[config.mk]
export PLATFORM = sky130hd
export DESIGN_NAME = periodic_wake_counter
export DESIGN_NICKNAME = d
export VERILOG_FILES = /design/src/periodic_wake_pkg.sv /design/src/periodic_wake_counter.sv
export VERILOG_INCLUDE_DIRS = /design/src
export SDC_FILE = /design/constraint.sdc
export NUM_CORES = 1
export LEC_CHECK = 0
export BUFFER_PORTS_ARGS = -buffer_cell sky130_fd_sc_hd__buf_2
export CORE_ASPECT_RATIO = 1.4
export CORE_UTILIZATION = 47
export DETAILED_ROUTE_END_ITERATION = 8
export PLACE_DENSITY_LB_ADDON = 0.15
export SLEW_MARGIN = 20
export SYNTH_ARGS = -nofsm -noshare
export SYNTH_HDL_FRONTEND = slang
export SYNTH_SLANG_ARGS = --single-unit
[constraint.sdc]
create_clock -name clk -period 5.35 [get_ports clk]
set_input_delay 1.07 -clock clk [delete_from_list [all_inputs] [get_ports clk]]
set_output_delay 1.07 -clock clk [all_outputs]
set_load 0.02 [all_outputs]
[src/periodic_wake_defines.svh]
`ifndef PERIODIC_WAKE_DEFINES_SVH
`define PERIODIC_WAKE_DEFINES_SVH

// Byte offsets on the register bus
`define OFS_STATUS_CONTROL 32'h0000_0000
`define OFS_COUNT_VALUE    32'h0000_0004
`define OFS_MODULO_LIMIT   32'h0000_0008

// Field positions in status_control
`define POS_MATCH_FLAG     7
`define POS_SRC_SEL_HI     6
`define POS_SRC_SEL_LO     5
`define POS_IRQ_ENABLE     4
`define POS_DIV_SEL_HI     3
`define POS_DIV_SEL_LO     0

// Reset values
`define RST_SOURCE_SELECT  2'h0
`define RST_DIVIDER_SELECT 4'h0
`define RST_COUNT_VALUE    8'h00
`define RST_MODULO_LIMIT   8'h00

// Source select codes
`define SRC_LOW_POWER_OSC  2'h0
`define SRC_EXTERNAL_REF   2'h1

// Prescaler divide ratios for codes 1 to 15, low source_select bit clear
`define DIV_LO_01          18'h00008
`define DIV_LO_02          18'h00020
`define DIV_LO_03          18'h00040
`define DIV_LO_04          18'h00080
`define DIV_LO_05          18'h00100
`define DIV_LO_06          18'h00200
`define DIV_LO_07          18'h00400
`define DIV_LO_08          18'h00001
`define DIV_LO_09          18'h00002
`define DIV_LO_0A          18'h00004
`define DIV_LO_0B          18'h0000a
`define DIV_LO_0C          18'h00010
`define DIV_LO_0D          18'h00064
`define DIV_LO_0E          18'h001f4
`define DIV_LO_0F          18'h003e8

// Prescaler divide ratios for codes 1 to 15, low source_select bit set
`define DIV_HI_01          18'h00400
`define DIV_HI_02          18'h00800
`define DIV_HI_03          18'h01000
`define DIV_HI_04          18'h02000
`define DIV_HI_05          18'h04000
`define DIV_HI_06          18'h08000
`define DIV_HI_07          18'h10000
`define DIV_HI_08          18'h003e8
`define DIV_HI_09          18'h007d0
`define DIV_HI_0A          18'h01388
`define DIV_HI_0B          18'h02710
`define DIV_HI_0C          18'h04e20
`define DIV_HI_0D          18'h0c350
`define DIV_HI_0E          18'h186a0
`define DIV_HI_0F          18'h30d40

`endif

[src/periodic_wake_pkg.sv]
package periodic_wake_pkg;

	typedef enum logic [1:0] {SEL_NONE, SEL_STATUS, SEL_COUNT, SEL_MODULO} reg_sel_t;

	typedef struct packed {
		logic [31:0] haddr;
		logic [1:0]  htrans;
		logic        hwrite;
		logic [2:0]  hsize;
		logic        hsel;
		logic        hready;
		logic [31:0] hwdata;
	} ahb_req_t;

	typedef struct packed {
		logic [31:0] hrdata;
		logic        hreadyout;
		logic        hresp;
	} ahb_rsp_t;

	typedef struct packed {
		logic [2:0]  src_prev;
		logic [17:0] div_cnt;
		logic [7:0]  count_value;
		logic [7:0]  modulo_limit;
		logic        match_flag;
		logic [1:0]  source_select;
		logic        match_irq_enable;
		logic [3:0]  divider_select;
		logic        irq;
		logic        wr_pend;
		reg_sel_t    wr_sel;
		logic [31:0] hrdata;
		logic        hreadyout;
	} wake_state_t;

endpackage : periodic_wake_pkg

[src/periodic_wake_counter.sv]
// Local design decisions: the placing of the registers and the AHB-Lite register port.
`timescale 1ns/1ps
`include "periodic_wake_defines.svh"
// Notes on behaviour
// - Counter wrapping from modulo back to zero sets match_flag, bit 7 of status_control.
// - Writing 1 clears flag and pending request; writing 0 does nothing; reset clears.
// - source_select bits 6:5: 00 low-power osc, 01 external, 1x internal; reset clears.
// - Changing source_select clears prescaler divider and count.
// - match_irq_enable bit 4 gates flag onto irq; clear means polling; reset clears.
// - divider_select bits 3:0 with source_select[0] picks ratio; zero stops prescaler.
// - Codes 1..15 look up the ratio in the table picked by source_select[0]; each table is binary for 1..7, mostly decimal for 8..15.
// - Writing a different divider_select clears prescaler divider and count.
// - count_value is readable and ignores writes.
// - Count zeroes on reset, modulo write, or changed select field write.
// - Compare match returns count to zero and sets match_flag.
// - Modulo zero sets match_flag on every prescaler output tick.
// - Any modulo write clears prescaler divider and count.
// - modulo_limit is eight read/write bits, zero after reset.
// - Count advances by one per prescaler tick until it equals modulo.
// - Flag sets on the tick taking count from modulo back to zero.
// - After reset the counter stays halted until a nonzero divider_select.
module periodic_wake_counter
(
	input  wire logic                      clk,
	input  wire logic                      rstn,
	input  wire periodic_wake_pkg::ahb_req_t ahb_req,
	output      periodic_wake_pkg::ahb_rsp_t ahb_rsp,
	input  wire logic                      low_power_osc_1khz,
	input  wire logic                      external_ref_clock,
	input  wire logic                      internal_ref_clock,
	output      logic                      irq
);
	import periodic_wake_pkg::*;

	wake_state_t st_ff;
	wake_state_t nxt_st;
	logic        tick;
	logic        match;
	logic        clr;
	logic        sc_wr;
	logic        mod_wr;
	logic        src_edge;

	function automatic reg_sel_t decode(input logic [31:0] a);
		if (a == `OFS_STATUS_CONTROL)
			decode = SEL_STATUS;
		else if (a == `OFS_COUNT_VALUE)
			decode = SEL_COUNT;
		else if (a == `OFS_MODULO_LIMIT)
			decode = SEL_MODULO;
		else
			decode = SEL_NONE;
	endfunction : decode

	// Divide ratio, table by source_select[0]
	function automatic logic [17:0] ratio(input logic hi, input logic [3:0] ps);
		ratio = 18'h00001;
		case ({hi, ps})
			5'h01: ratio = `DIV_LO_01;
			5'h02: ratio = `DIV_LO_02;
			5'h03: ratio = `DIV_LO_03;
			5'h04: ratio = `DIV_LO_04;
			5'h05: ratio = `DIV_LO_05;
			5'h06: ratio = `DIV_LO_06;
			5'h07: ratio = `DIV_LO_07;
			5'h08: ratio = `DIV_LO_08;
			5'h09: ratio = `DIV_LO_09;
			5'h0a: ratio = `DIV_LO_0A;
			5'h0b: ratio = `DIV_LO_0B;
			5'h0c: ratio = `DIV_LO_0C;
			5'h0d: ratio = `DIV_LO_0D;
			5'h0e: ratio = `DIV_LO_0E;
			5'h0f: ratio = `DIV_LO_0F;
			5'h11: ratio = `DIV_HI_01;
			5'h12: ratio = `DIV_HI_02;
			5'h13: ratio = `DIV_HI_03;
			5'h14: ratio = `DIV_HI_04;
			5'h15: ratio = `DIV_HI_05;
			5'h16: ratio = `DIV_HI_06;
			5'h17: ratio = `DIV_HI_07;
			5'h18: ratio = `DIV_HI_08;
			5'h19: ratio = `DIV_HI_09;
			5'h1a: ratio = `DIV_HI_0A;
			5'h1b: ratio = `DIV_HI_0B;
			5'h1c: ratio = `DIV_HI_0C;
			5'h1d: ratio = `DIV_HI_0D;
			5'h1e: ratio = `DIV_HI_0E;
			5'h1f: ratio = `DIV_HI_0F;
			default: ratio = 18'h00001;
		endcase
	endfunction : ratio

	function automatic logic [31:0] read_mux(input wake_state_t s, input reg_sel_t sel);
		read_mux = 32'h0000_0000;
		if (sel == SEL_STATUS)
			read_mux[7:0] = {s.match_flag, s.source_select, s.match_irq_enable,
				s.divider_select};
		else if (sel == SEL_COUNT)
			read_mux[7:0] = s.count_value;
		else if (sel == SEL_MODULO)
			read_mux[7:0] = s.modulo_limit;
	endfunction : read_mux

	always_comb
	begin
		nxt_st = st_ff;
		nxt_st.src_prev = {internal_ref_clock, external_ref_clock, low_power_osc_1khz};
		nxt_st.hreadyout = 1'b1;
		sc_wr = st_ff.wr_pend && (st_ff.wr_sel == SEL_STATUS);
		mod_wr = st_ff.wr_pend && (st_ff.wr_sel == SEL_MODULO);

		// Input sources are sampled levels; a rising edge is one cycle high-after-low
		if (st_ff.source_select == `SRC_LOW_POWER_OSC)
			src_edge = low_power_osc_1khz && !st_ff.src_prev[0];
		else if (st_ff.source_select == `SRC_EXTERNAL_REF)
			src_edge = external_ref_clock && !st_ff.src_prev[1];
		else
			src_edge = internal_ref_clock && !st_ff.src_prev[2];

		// Prescaler; code zero keeps it and the counter halted
		tick = 1'b0;
		if (st_ff.divider_select != 4'h0 && src_edge)
		begin
			if (st_ff.div_cnt >= ratio(st_ff.source_select[0], st_ff.divider_select)
				- 18'h00001)
			begin
				nxt_st.div_cnt = 18'h00000;
				tick = 1'b1;
			end
			else
				nxt_st.div_cnt = st_ff.div_cnt + 18'h00001;
		end

		match = tick && (st_ff.count_value == st_ff.modulo_limit);
		if (match)
			nxt_st.count_value = 8'h00;
		else if (tick)
			nxt_st.count_value = st_ff.count_value + 8'h01;

		// Software clear of the flag; a match in the same cycle still sets it
		if (sc_wr && ahb_req.hwdata[`POS_MATCH_FLAG])
			nxt_st.match_flag = 1'b0;
		if (match)
			nxt_st.match_flag = 1'b1;

		clr = 1'b0;
		if (sc_wr)
		begin
			if (ahb_req.hwdata[`POS_SRC_SEL_HI:`POS_SRC_SEL_LO] != st_ff.source_select)
				clr = 1'b1;
			if (ahb_req.hwdata[`POS_DIV_SEL_HI:`POS_DIV_SEL_LO] != st_ff.divider_select)
				clr = 1'b1;
			nxt_st.source_select = ahb_req.hwdata[`POS_SRC_SEL_HI:`POS_SRC_SEL_LO];
			nxt_st.match_irq_enable = ahb_req.hwdata[`POS_IRQ_ENABLE];
			nxt_st.divider_select = ahb_req.hwdata[`POS_DIV_SEL_HI:`POS_DIV_SEL_LO];
		end
		if (mod_wr)
		begin
			nxt_st.modulo_limit = ahb_req.hwdata[7:0];
			clr = 1'b1;
		end
		// Writes to count_value fall through untouched
		if (clr)
		begin
			nxt_st.div_cnt = 18'h00000;
			nxt_st.count_value = `RST_COUNT_VALUE;
		end

		nxt_st.irq = nxt_st.match_flag && nxt_st.match_irq_enable;

		// Zero-wait slave; read data comes from the post-update state so that a read
		// right behind a write sees the written value
		nxt_st.wr_pend = 1'b0;
		if (ahb_req.hsel && ahb_req.hready && ahb_req.htrans[1])
		begin
			nxt_st.wr_pend = ahb_req.hwrite;
			nxt_st.wr_sel = decode(ahb_req.haddr);
			if (!ahb_req.hwrite)
				nxt_st.hrdata = read_mux(nxt_st, decode(ahb_req.haddr));
		end
	end

	always_ff @(posedge clk or negedge rstn)
	begin
		if (!rstn)
		begin
			st_ff.src_prev <= 3'h0;
			st_ff.div_cnt <= 18'h00000;
			st_ff.count_value <= `RST_COUNT_VALUE;
			st_ff.modulo_limit <= `RST_MODULO_LIMIT;
			st_ff.match_flag <= 1'b0;
			st_ff.source_select <= `RST_SOURCE_SELECT;
			st_ff.match_irq_enable <= 1'b0;
			st_ff.divider_select <= `RST_DIVIDER_SELECT;
			st_ff.irq <= 1'b0;
			st_ff.wr_pend <= 1'b0;
			st_ff.wr_sel <= SEL_NONE;
			st_ff.hrdata <= 32'h0000_0000;
			st_ff.hreadyout <= 1'b1;
		end
		else
			st_ff <= nxt_st;
	end

	assign ahb_rsp.hrdata = st_ff.hrdata;
	assign ahb_rsp.hreadyout = st_ff.hreadyout;
	assign ahb_rsp.hresp = 1'b0;
	assign irq = st_ff.irq;
endmodule : periodic_wake_counter

==> run summary, run 1 <==
The flow ran to the end, and the final reports show no timing, DRC or antenna violations. The flop and latch count out of synthesis came out at 57. The TritonCTS clock tree is yes. The maximum single-stage delay on the critical path is 0.54 ns. The final non-filler cell total came out at 678. The routed layout has 3769 vias. The hold violation total from the final report came out at 0. The combined buffer and inverter count along the critical path came out at 1.

The fraction of registers with async set/reset came out at 100%. The total inserted antenna cells came out at 0. The average routed wire per standard cell is 16.0 um. The number of max-slew violations in the final report is 0. The number of DRC markers after the initial detailed-route iteration came out at 245. STA classifies the critical path endpoint as a flop.

The number of enable-type register cells in the synthesized netlist came out at 0. The number of nets at the end of the flow came out at 667. For the worst setup path, the data arrival time is 5.10 ns. The number of cell rows is 42. The initial cell density of the core is 48.3%. Dividing the final minimum period by the clock period gives 91.2%. Counting every instance in the synthesized netlist gives 512. The initial antenna violation count came out at 0. The post-route clock skew came out at 0.00531 ns. In this run the critical register-to-register path is launched from st_ff[37]$_DFF_PN0_. The fraction of final layout cells with drive strength greater than 1 is 18.5%. The first detailed-routing pass took 4 iterations. Among all flip-flop cells after synthesis, the most frequent one is sky130_fd_sc_hd__dfrtp_1. The post-detailed-route DRC marker count came out at 0. Walking the worst path, the cells encountered are inv_1, ha_1, mux2i_1, nor3_1, nand2b_1, or4b_1, nor2_1, nand3_1, xor2_1, ha_1, nand4_1, nor3_1, o211ai_1, a211oi_2, nor4b_4, and2_1, a22o_1. The relative slew slack is 51.3%. For this design the static power due to leakage is 2.38 nW.

In this run the worst setup path begins at st_ff[37]$_DFF_PN0_. The clock transition at the registers of the reported paths came out at 0.05 ns. The worst setup path is of the flop to flop kind. The share of synthesized area occupied by flip-flops and latches is 31.4%. At the later pin of the worst-skew pair, clock insertion delay measures 0.33 ns. The layout overhead on the synthesized area came out at 11.6%. The max capacitance violation total came out at 0. Power spread over the standard cell area amounts to 269 nW/um2. Broken down by cell family, the worst path's largest delay share belongs to simple AND/OR/NAND/NOR gates.

Dividing the detail-routed via count by the number of cells gives 5.56. The residual overflow from global routing is 0. The slowest cell on the critical path is sky130_fd_sc_hd__or4b_1. Data on the critical path is required at its endpoint by 5.57 ns.

In this run the mean area of a mapped cell was 8.88 um2. The buffer cell driving the clock tree root is sky130_fd_sc_hd__clkbuf_16. Counting the buffers created by CTS gives 9.

The global routing usage summed across all routing layers is 22.8%. The core area is 9410 um2. The final weighted congestion in routability-driven placement came out at 0.901.

The distinct cell type count of the synthesized netlist came out at 65. The total I/O pin count is 112. The worst hold path belongs to the class flop to flop. The count of hold buffers inserted by post-cts repair came out at 0. The clock period minus final worst setup slack came out at 4.88 ns. The routed wire length came out at 10900 um. The number of global-route vias before repair is 3898. The vertical die dimension is 118 um.

The H-tree depth reported by CTS is 3. The cell count after placement is 662. The total negative slack came out at 0 ns. The largest voltage drop on the vdd net came out at 0.153 mV.

The area of the die came out at 10100 um2. The startpoint of the lowest-slack hold path is st_ff[33]$_DFFE_PN0P_. For this run, the top clock speed supported by timing is 205 MHz.

The netlist area before placement came out at 4540 um2. The maximum number of buffers from clock root to sink is 2. STA classifies the critical path startpoint as a flop.

The actual slew at the worst max-slew pin is 0.731 ns. Counting every sink on the clock net gives 57. The count of nets left with antenna violations once routing finished came out at 0.

Setup repair after global routing left no endpoint under its margin. The critical-path maximum fanout is 10. The largest net degree at the start of global routing came out at 58. The half-perimeter wire length after placement is 8360 um.

The total setup violations reported at the end of the flow came out at 0. The die span in x came out at 85.1 um. The number of port buffers came out at 57.

The global-route wire length before repair came out at 18100 um. During synthesis, Yosys emitted a total of 0 warnings. The top cell types in the final layout, fill and taps aside, are sky130_fd_sc_hd__dfrtp_1 (57), sky130_fd_sc_hd__buf_2 (57), sky130_fd_sc_hd__nand2_1 (42).
[metrics by stage]
step           setup WS [ns]  cell area [um2]  utilization [%]  hold WS (ns)  total power [mW]
2_1_floorplan           1.17             4630                -         0.462             0.748
3_3_place_gp           0.414             4780             50.8         0.484             0.799
3_5_place_dp           0.351             4780             50.8         0.492             0.808
4_1_cts                0.312             5070             53.9         0.504              1.38
5_1_grt               0.0661             5070             53.9         0.545              1.44
6_report               0.470             5070             53.9         0.501              1.37
[final cells by class]
cell class              count  area [um2]
well taps                 110         138
fillers                   885        4330
clock inverters             5        56.3
inverters                  23        86.3
multi-input cells         409        2800
flip-flops and latches     57        1430
clock buffers              11         233
repair buffers             63         330
[report_power, final]
part	switching (mW)	internal, mW
clock network	0.205	0.359
registers	0.0400	0.467
logic	0.176	0.118
total	0.422	0.945
[cell families after synthesis]
logic type | synth area share [%]
other cells | 0.165
compound gates | 16.9
xor+xnor | 8.87
mux | 4.41
fa+ha+maj | 7.43
simple gates | 21.9
flops | 31.4
buf+inv | 9.00
[timing repair]
item                                    4_1_cts  5_1_grt
endpoints found under the setup margin        0        2
setup buffers                                 0        0
gates resized for setup                       0        1
[flip-flops by register name, indices dropped and copies added, names as in the netlist]
signal	count
st_ff	48
ahb_rsp	8
irq	1
[cells in the mapped netlist (all sizes together) (13+ instances only)]
| cell | n | area [um2] |
|---|---|---|
| o22ai | 13 | 81.3 |
| ha | 27 | 338 |
| buf | 42 | 304 |
| xnor2 | 18 | 158 |
| o21ai | 21 | 116 |
| a21oi | 30 | 150 |
| nand3 | 23 | 115 |
| dfrtp | 57 | 1430 |
| inv | 23 | 86.3 |
| nand2b | 15 | 93.8 |
| nand2 | 42 | 158 |
| nor2 | 30 | 115 |
| xor2 | 28 | 245 |
[tightest hold or removal path: stages, from the launching register on]
cell and delay (ns):
sky130_fd_sc_hd__dfrtp_1 0.36, sky130_fd_sc_hd__nand2_1 0.05, sky130_fd_sc_hd__o31ai_1 0.05
[path summary, 6_finish.rpt]
| check | endpoint | slack (ns) | cells past startpoint |
|---|---|---|---|
| min in group asynchronous | st_ff[68]$_DFFE_PN0P_ | 0.88 | 2 |
| worst min register to register | st_ff[33]$_DFFE_PN0P_ | 0.50 | 2 |
| worst min-delay path | st_ff[33]$_DFFE_PN0P_ | 0.50 | 2 |
| worst max register to register | ahb_rsp[4]$_DFFE_PN0P_ | 0.47 | 17 |
| worst max-delay path | ahb_rsp[4]$_DFFE_PN0P_ | 0.47 | 17 |
| max in group asynchronous | st_ff[81]$_DFF_PN0_ | 3.98 | 2 |
[per-layer routing]
layer / global-route usage, % / vias to the layer above / wire, um
met4: 10.5 / 0 / 325
met3: 4.47 / 26 / 271
met5: 0 / - / 0
met2: 42.5 / 51 / 5910
li1: - / 1874 / -
met1: 24.2 / 1818 / 4350
(Power assumes the default switching activity.)
==> run 2: changes to the inputs <==
Settings changed: REMOVE_ABC_BUFFERS set to 1.
==> run 2 against run 1 <==
Clock power hardly changed. Combinational power hardly changed. Routed wire length is 0.88% lower. Via count is 1.4% higher. Hold slack worse by 0.0040 ns. Worst setup slack worse by 0.12 ns.
==> run summary, run 2 (same netlist as run 1, synthesis figures left out) <==
The flow ran to the end, and the final reports show no timing, DRC or antenna violations. The top cell types in the final layout, fill and taps aside, are sky130_fd_sc_hd__dfrtp_1 (57), sky130_fd_sc_hd__buf_2 (57), sky130_fd_sc_hd__nand2_1 (42). The relative contribution of combinational cells to total power is 21.5%. The routed wire length came out at 10800 um. The internal portion of the total power is 956 uW. Derived from the worst setup path, the maximum achievable clock frequency is 200 MHz. The actual slew at the worst max-slew pin is 0.884 ns.

The critical path class is flop to flop. The depth of the worst hold-timing path is 2. In this run the static leakage power is 2.37 nW. TritonCTS built the clock tree. The post-layout worst setup margin came out at 0.346 ns.

The sort of element at the start of the critical path is a flop. The initial antenna violation count was 0. The initial cell density of the core came out at 48.3%. The count of antenna-violating nets left after detailed routing is 0. The number of DRC markers after the initial detailed-route iteration came out at 143. The post-route clock skew is 0.00385 ns. The endpoint kind of the worst setup timing path is a flop. The total CTS buffers came out at 9. The wire-length estimate of the detail-placed layout is 8240 um.

The total setup violations reported at the end of the flow is 0. The depth of the most critical reg-to-reg path came out at 17. The die span in x came out at 85.1 um. The number of sinks handled by clock tree synthesis is 57. In this run the count of I/O pins placed on the die edge is 112.

Counting along the longest clock path gives a buffer depth of 2. The register area came out at 1430 um2. The final weighted congestion in routability-driven placement is 0.856.

The total inserted antenna cells is 0. Net switching is 30.4% of the power. Using the TritonRoute via totals, the vias-per-cell ratio works out to 5.64. The iteration count of the initial detailed-routing pass came out at 4. The post-detailed-route DRC marker count is 0. The hold violation total from the final report came out at 0. The core area is 9410 um2. At the worst endpoint, the required time is 5.60 ns. The area of the die came out at 10100 um2. The register with the most flip-flops in the layout has 48 of them. The number of max-slew violations in the final report is 0. The clock latency on the worst-skew pair is 0.33 ns.

The post-placement worst setup slack is 0.459 ns. The path class of the tightest hold or removal check is flop to flop. The register share of total power is 37.2%. The H-tree depth reported by CTS came out at 3. The number of global-route vias before repair came out at 3673. The routed design could run at a clock period as short as 5.00 ns.

The critical-path maximum fanout came out at 10. The register with the most flip-flops is st_ff. The count of hold buffers inserted by post-cts repair came out at 0. The vertical die dimension came out at 118 um. After clock tree synthesis, the clock-pin slew on the worst setup and hold paths is 0.05 ns. Gates resized during post-CTS repair numbered 0. The tree is rooted in a sky130_fd_sc_hd__clkbuf_16. The area growth from synthesis to layout is 11.6%. Per report_power, the clock group accounts for 41.3% of the total. After the last flow step, the layout net total stands at 666.

The ratio of total power to cell area is 271 nW/um2. The relative slew slack is 40.6%. IR analysis of the VDD net gives a maximum drop of 0.209 mV. The number of cell rows came out at 42. For this design the total switching power over the nets is 418 uW. The arrival time at the worst endpoint is 5.25 ns. The global-route wire length before repair is 18000 um. After detailed routing, the average wire length per cell comes to 15.9 um. Setup repair after global routing left no endpoint under its margin.

The max capacitance violation total came out at 0. The routed layout has 3820 vias. The post-route netlist has 18.3% of its cells at a drive strength greater than 1. The number of fill cells in the layout is 884. The global routing usage summed across all routing layers is 23.1%. The number of port buffers is 57. Once the clock tree was built, the setup fixing pass inserted 0 buffers.

Global routing finished with a remaining overflow of 0. The area used by multi-input combinational logic came out at 2800 um2. The total negative slack is 0 ns.

The largest net degree at the start of global routing came out at 58. The post-route fraction of the period consumed by the critical path came out at 93.5%.
[run 2: area by class of cell]
type	instances	share of cell area [%]
Multi-Input combinational cell	409	55.2
Sequential cell	57	28.1
Timing Repair Buffer	62	6.37
Clock buffer	11	4.79
Tap cell	110	2.71
Inverter	23	1.70
Clock inverter	5	1.09
[run 2: metrics by stage]
stage	hold slack [ns]	cells	area, um2	utilization (%)	power [mW]
3_5_place_dp	0.490	661	4770	50.7	0.813
6_report	0.497	677	5070	53.9	1.37
4_1_cts	0.502	677	5070	53.9	1.39
2_1_floorplan	0.462	489	4310	-	0.715
3_3_place_gp	0.479	661	4770	50.7	0.802
5_1_grt	0.532	677	5070	53.9	1.46
[run 2: critical path: stages, from the launching register on]
cell,delay [ns]
sky130_fd_sc_hd__dfrtp_1,0.55
sky130_fd_sc_hd__inv_1,0.20
sky130_fd_sc_hd__ha_1,0.31
sky130_fd_sc_hd__nand2_1,0.08
sky130_fd_sc_hd__o21ai_1,0.08
sky130_fd_sc_hd__a22o_1,0.27
sky130_fd_sc_hd__or3b_1,0.42
sky130_fd_sc_hd__nor3_4,0.31
sky130_fd_sc_hd__nand3_1,0.17
sky130_fd_sc_hd__a211o_1,0.34
sky130_fd_sc_hd__ha_1,0.31
sky130_fd_sc_hd__and4_1,0.19
sky130_fd_sc_hd__a221oi_1,0.26
sky130_fd_sc_hd__buf_4,0.19
sky130_fd_sc_hd__nor3_2,0.06
sky130_fd_sc_hd__nor3_1,0.69
sky130_fd_sc_hd__o211ai_1,0.26
sky130_fd_sc_hd__a21oi_1,0.23
[run 2: per-layer routing]
layer | vias to the layer above | GRT usage, % | wire [um]
met5 | - | 0 | 0
li1 | 1869 | - | -
met4 | 0 | 9.00 | 255
met3 | 19 | 4.19 | 363
met1 | 1838 | 26.0 | 4400
met2 | 94 | 42.5 | 5750
[run 2: power groups by stage]
| stage | sequential (mW) | combinational [mW] | clock, mW |
|---|---|---|---|
| floorplan | 0.518 | 0.196 | 0 |
| global placement | 0.516 | 0.286 | 0 |
| detailed placement | 0.518 | 0.295 | 0 |
| CTS | 0.511 | 0.297 | 0.578 |
| global route | 0.516 | 0.339 | 0.603 |
| finish | 0.511 | 0.295 | 0.568 |
[run 2: final timing paths]
| kind | from | end | slack (ns) |
|---|---|---|---|
| setup / recovery | st_ff[37]$_DFF_PN0_ | ahb_rsp[3]$_DFFE_PN0P_ | 0.35 |
| hold / removal | st_ff[41]$_DFF_PN0_ | st_ff[41]$_DFF_PN0_ | 0.50 |
| setup reg to reg | st_ff[37]$_DFF_PN0_ | ahb_rsp[3]$_DFFE_PN0P_ | 0.35 |
| hold reg to reg | st_ff[41]$_DFF_PN0_ | st_ff[41]$_DFF_PN0_ | 0.50 |
| max in group asynchronous | rstn | st_ff[44]$_DFF_PN0_ | 3.96 |
| min in group asynchronous | rstn | st_ff[81]$_DFF_PN0_ | 0.87 |
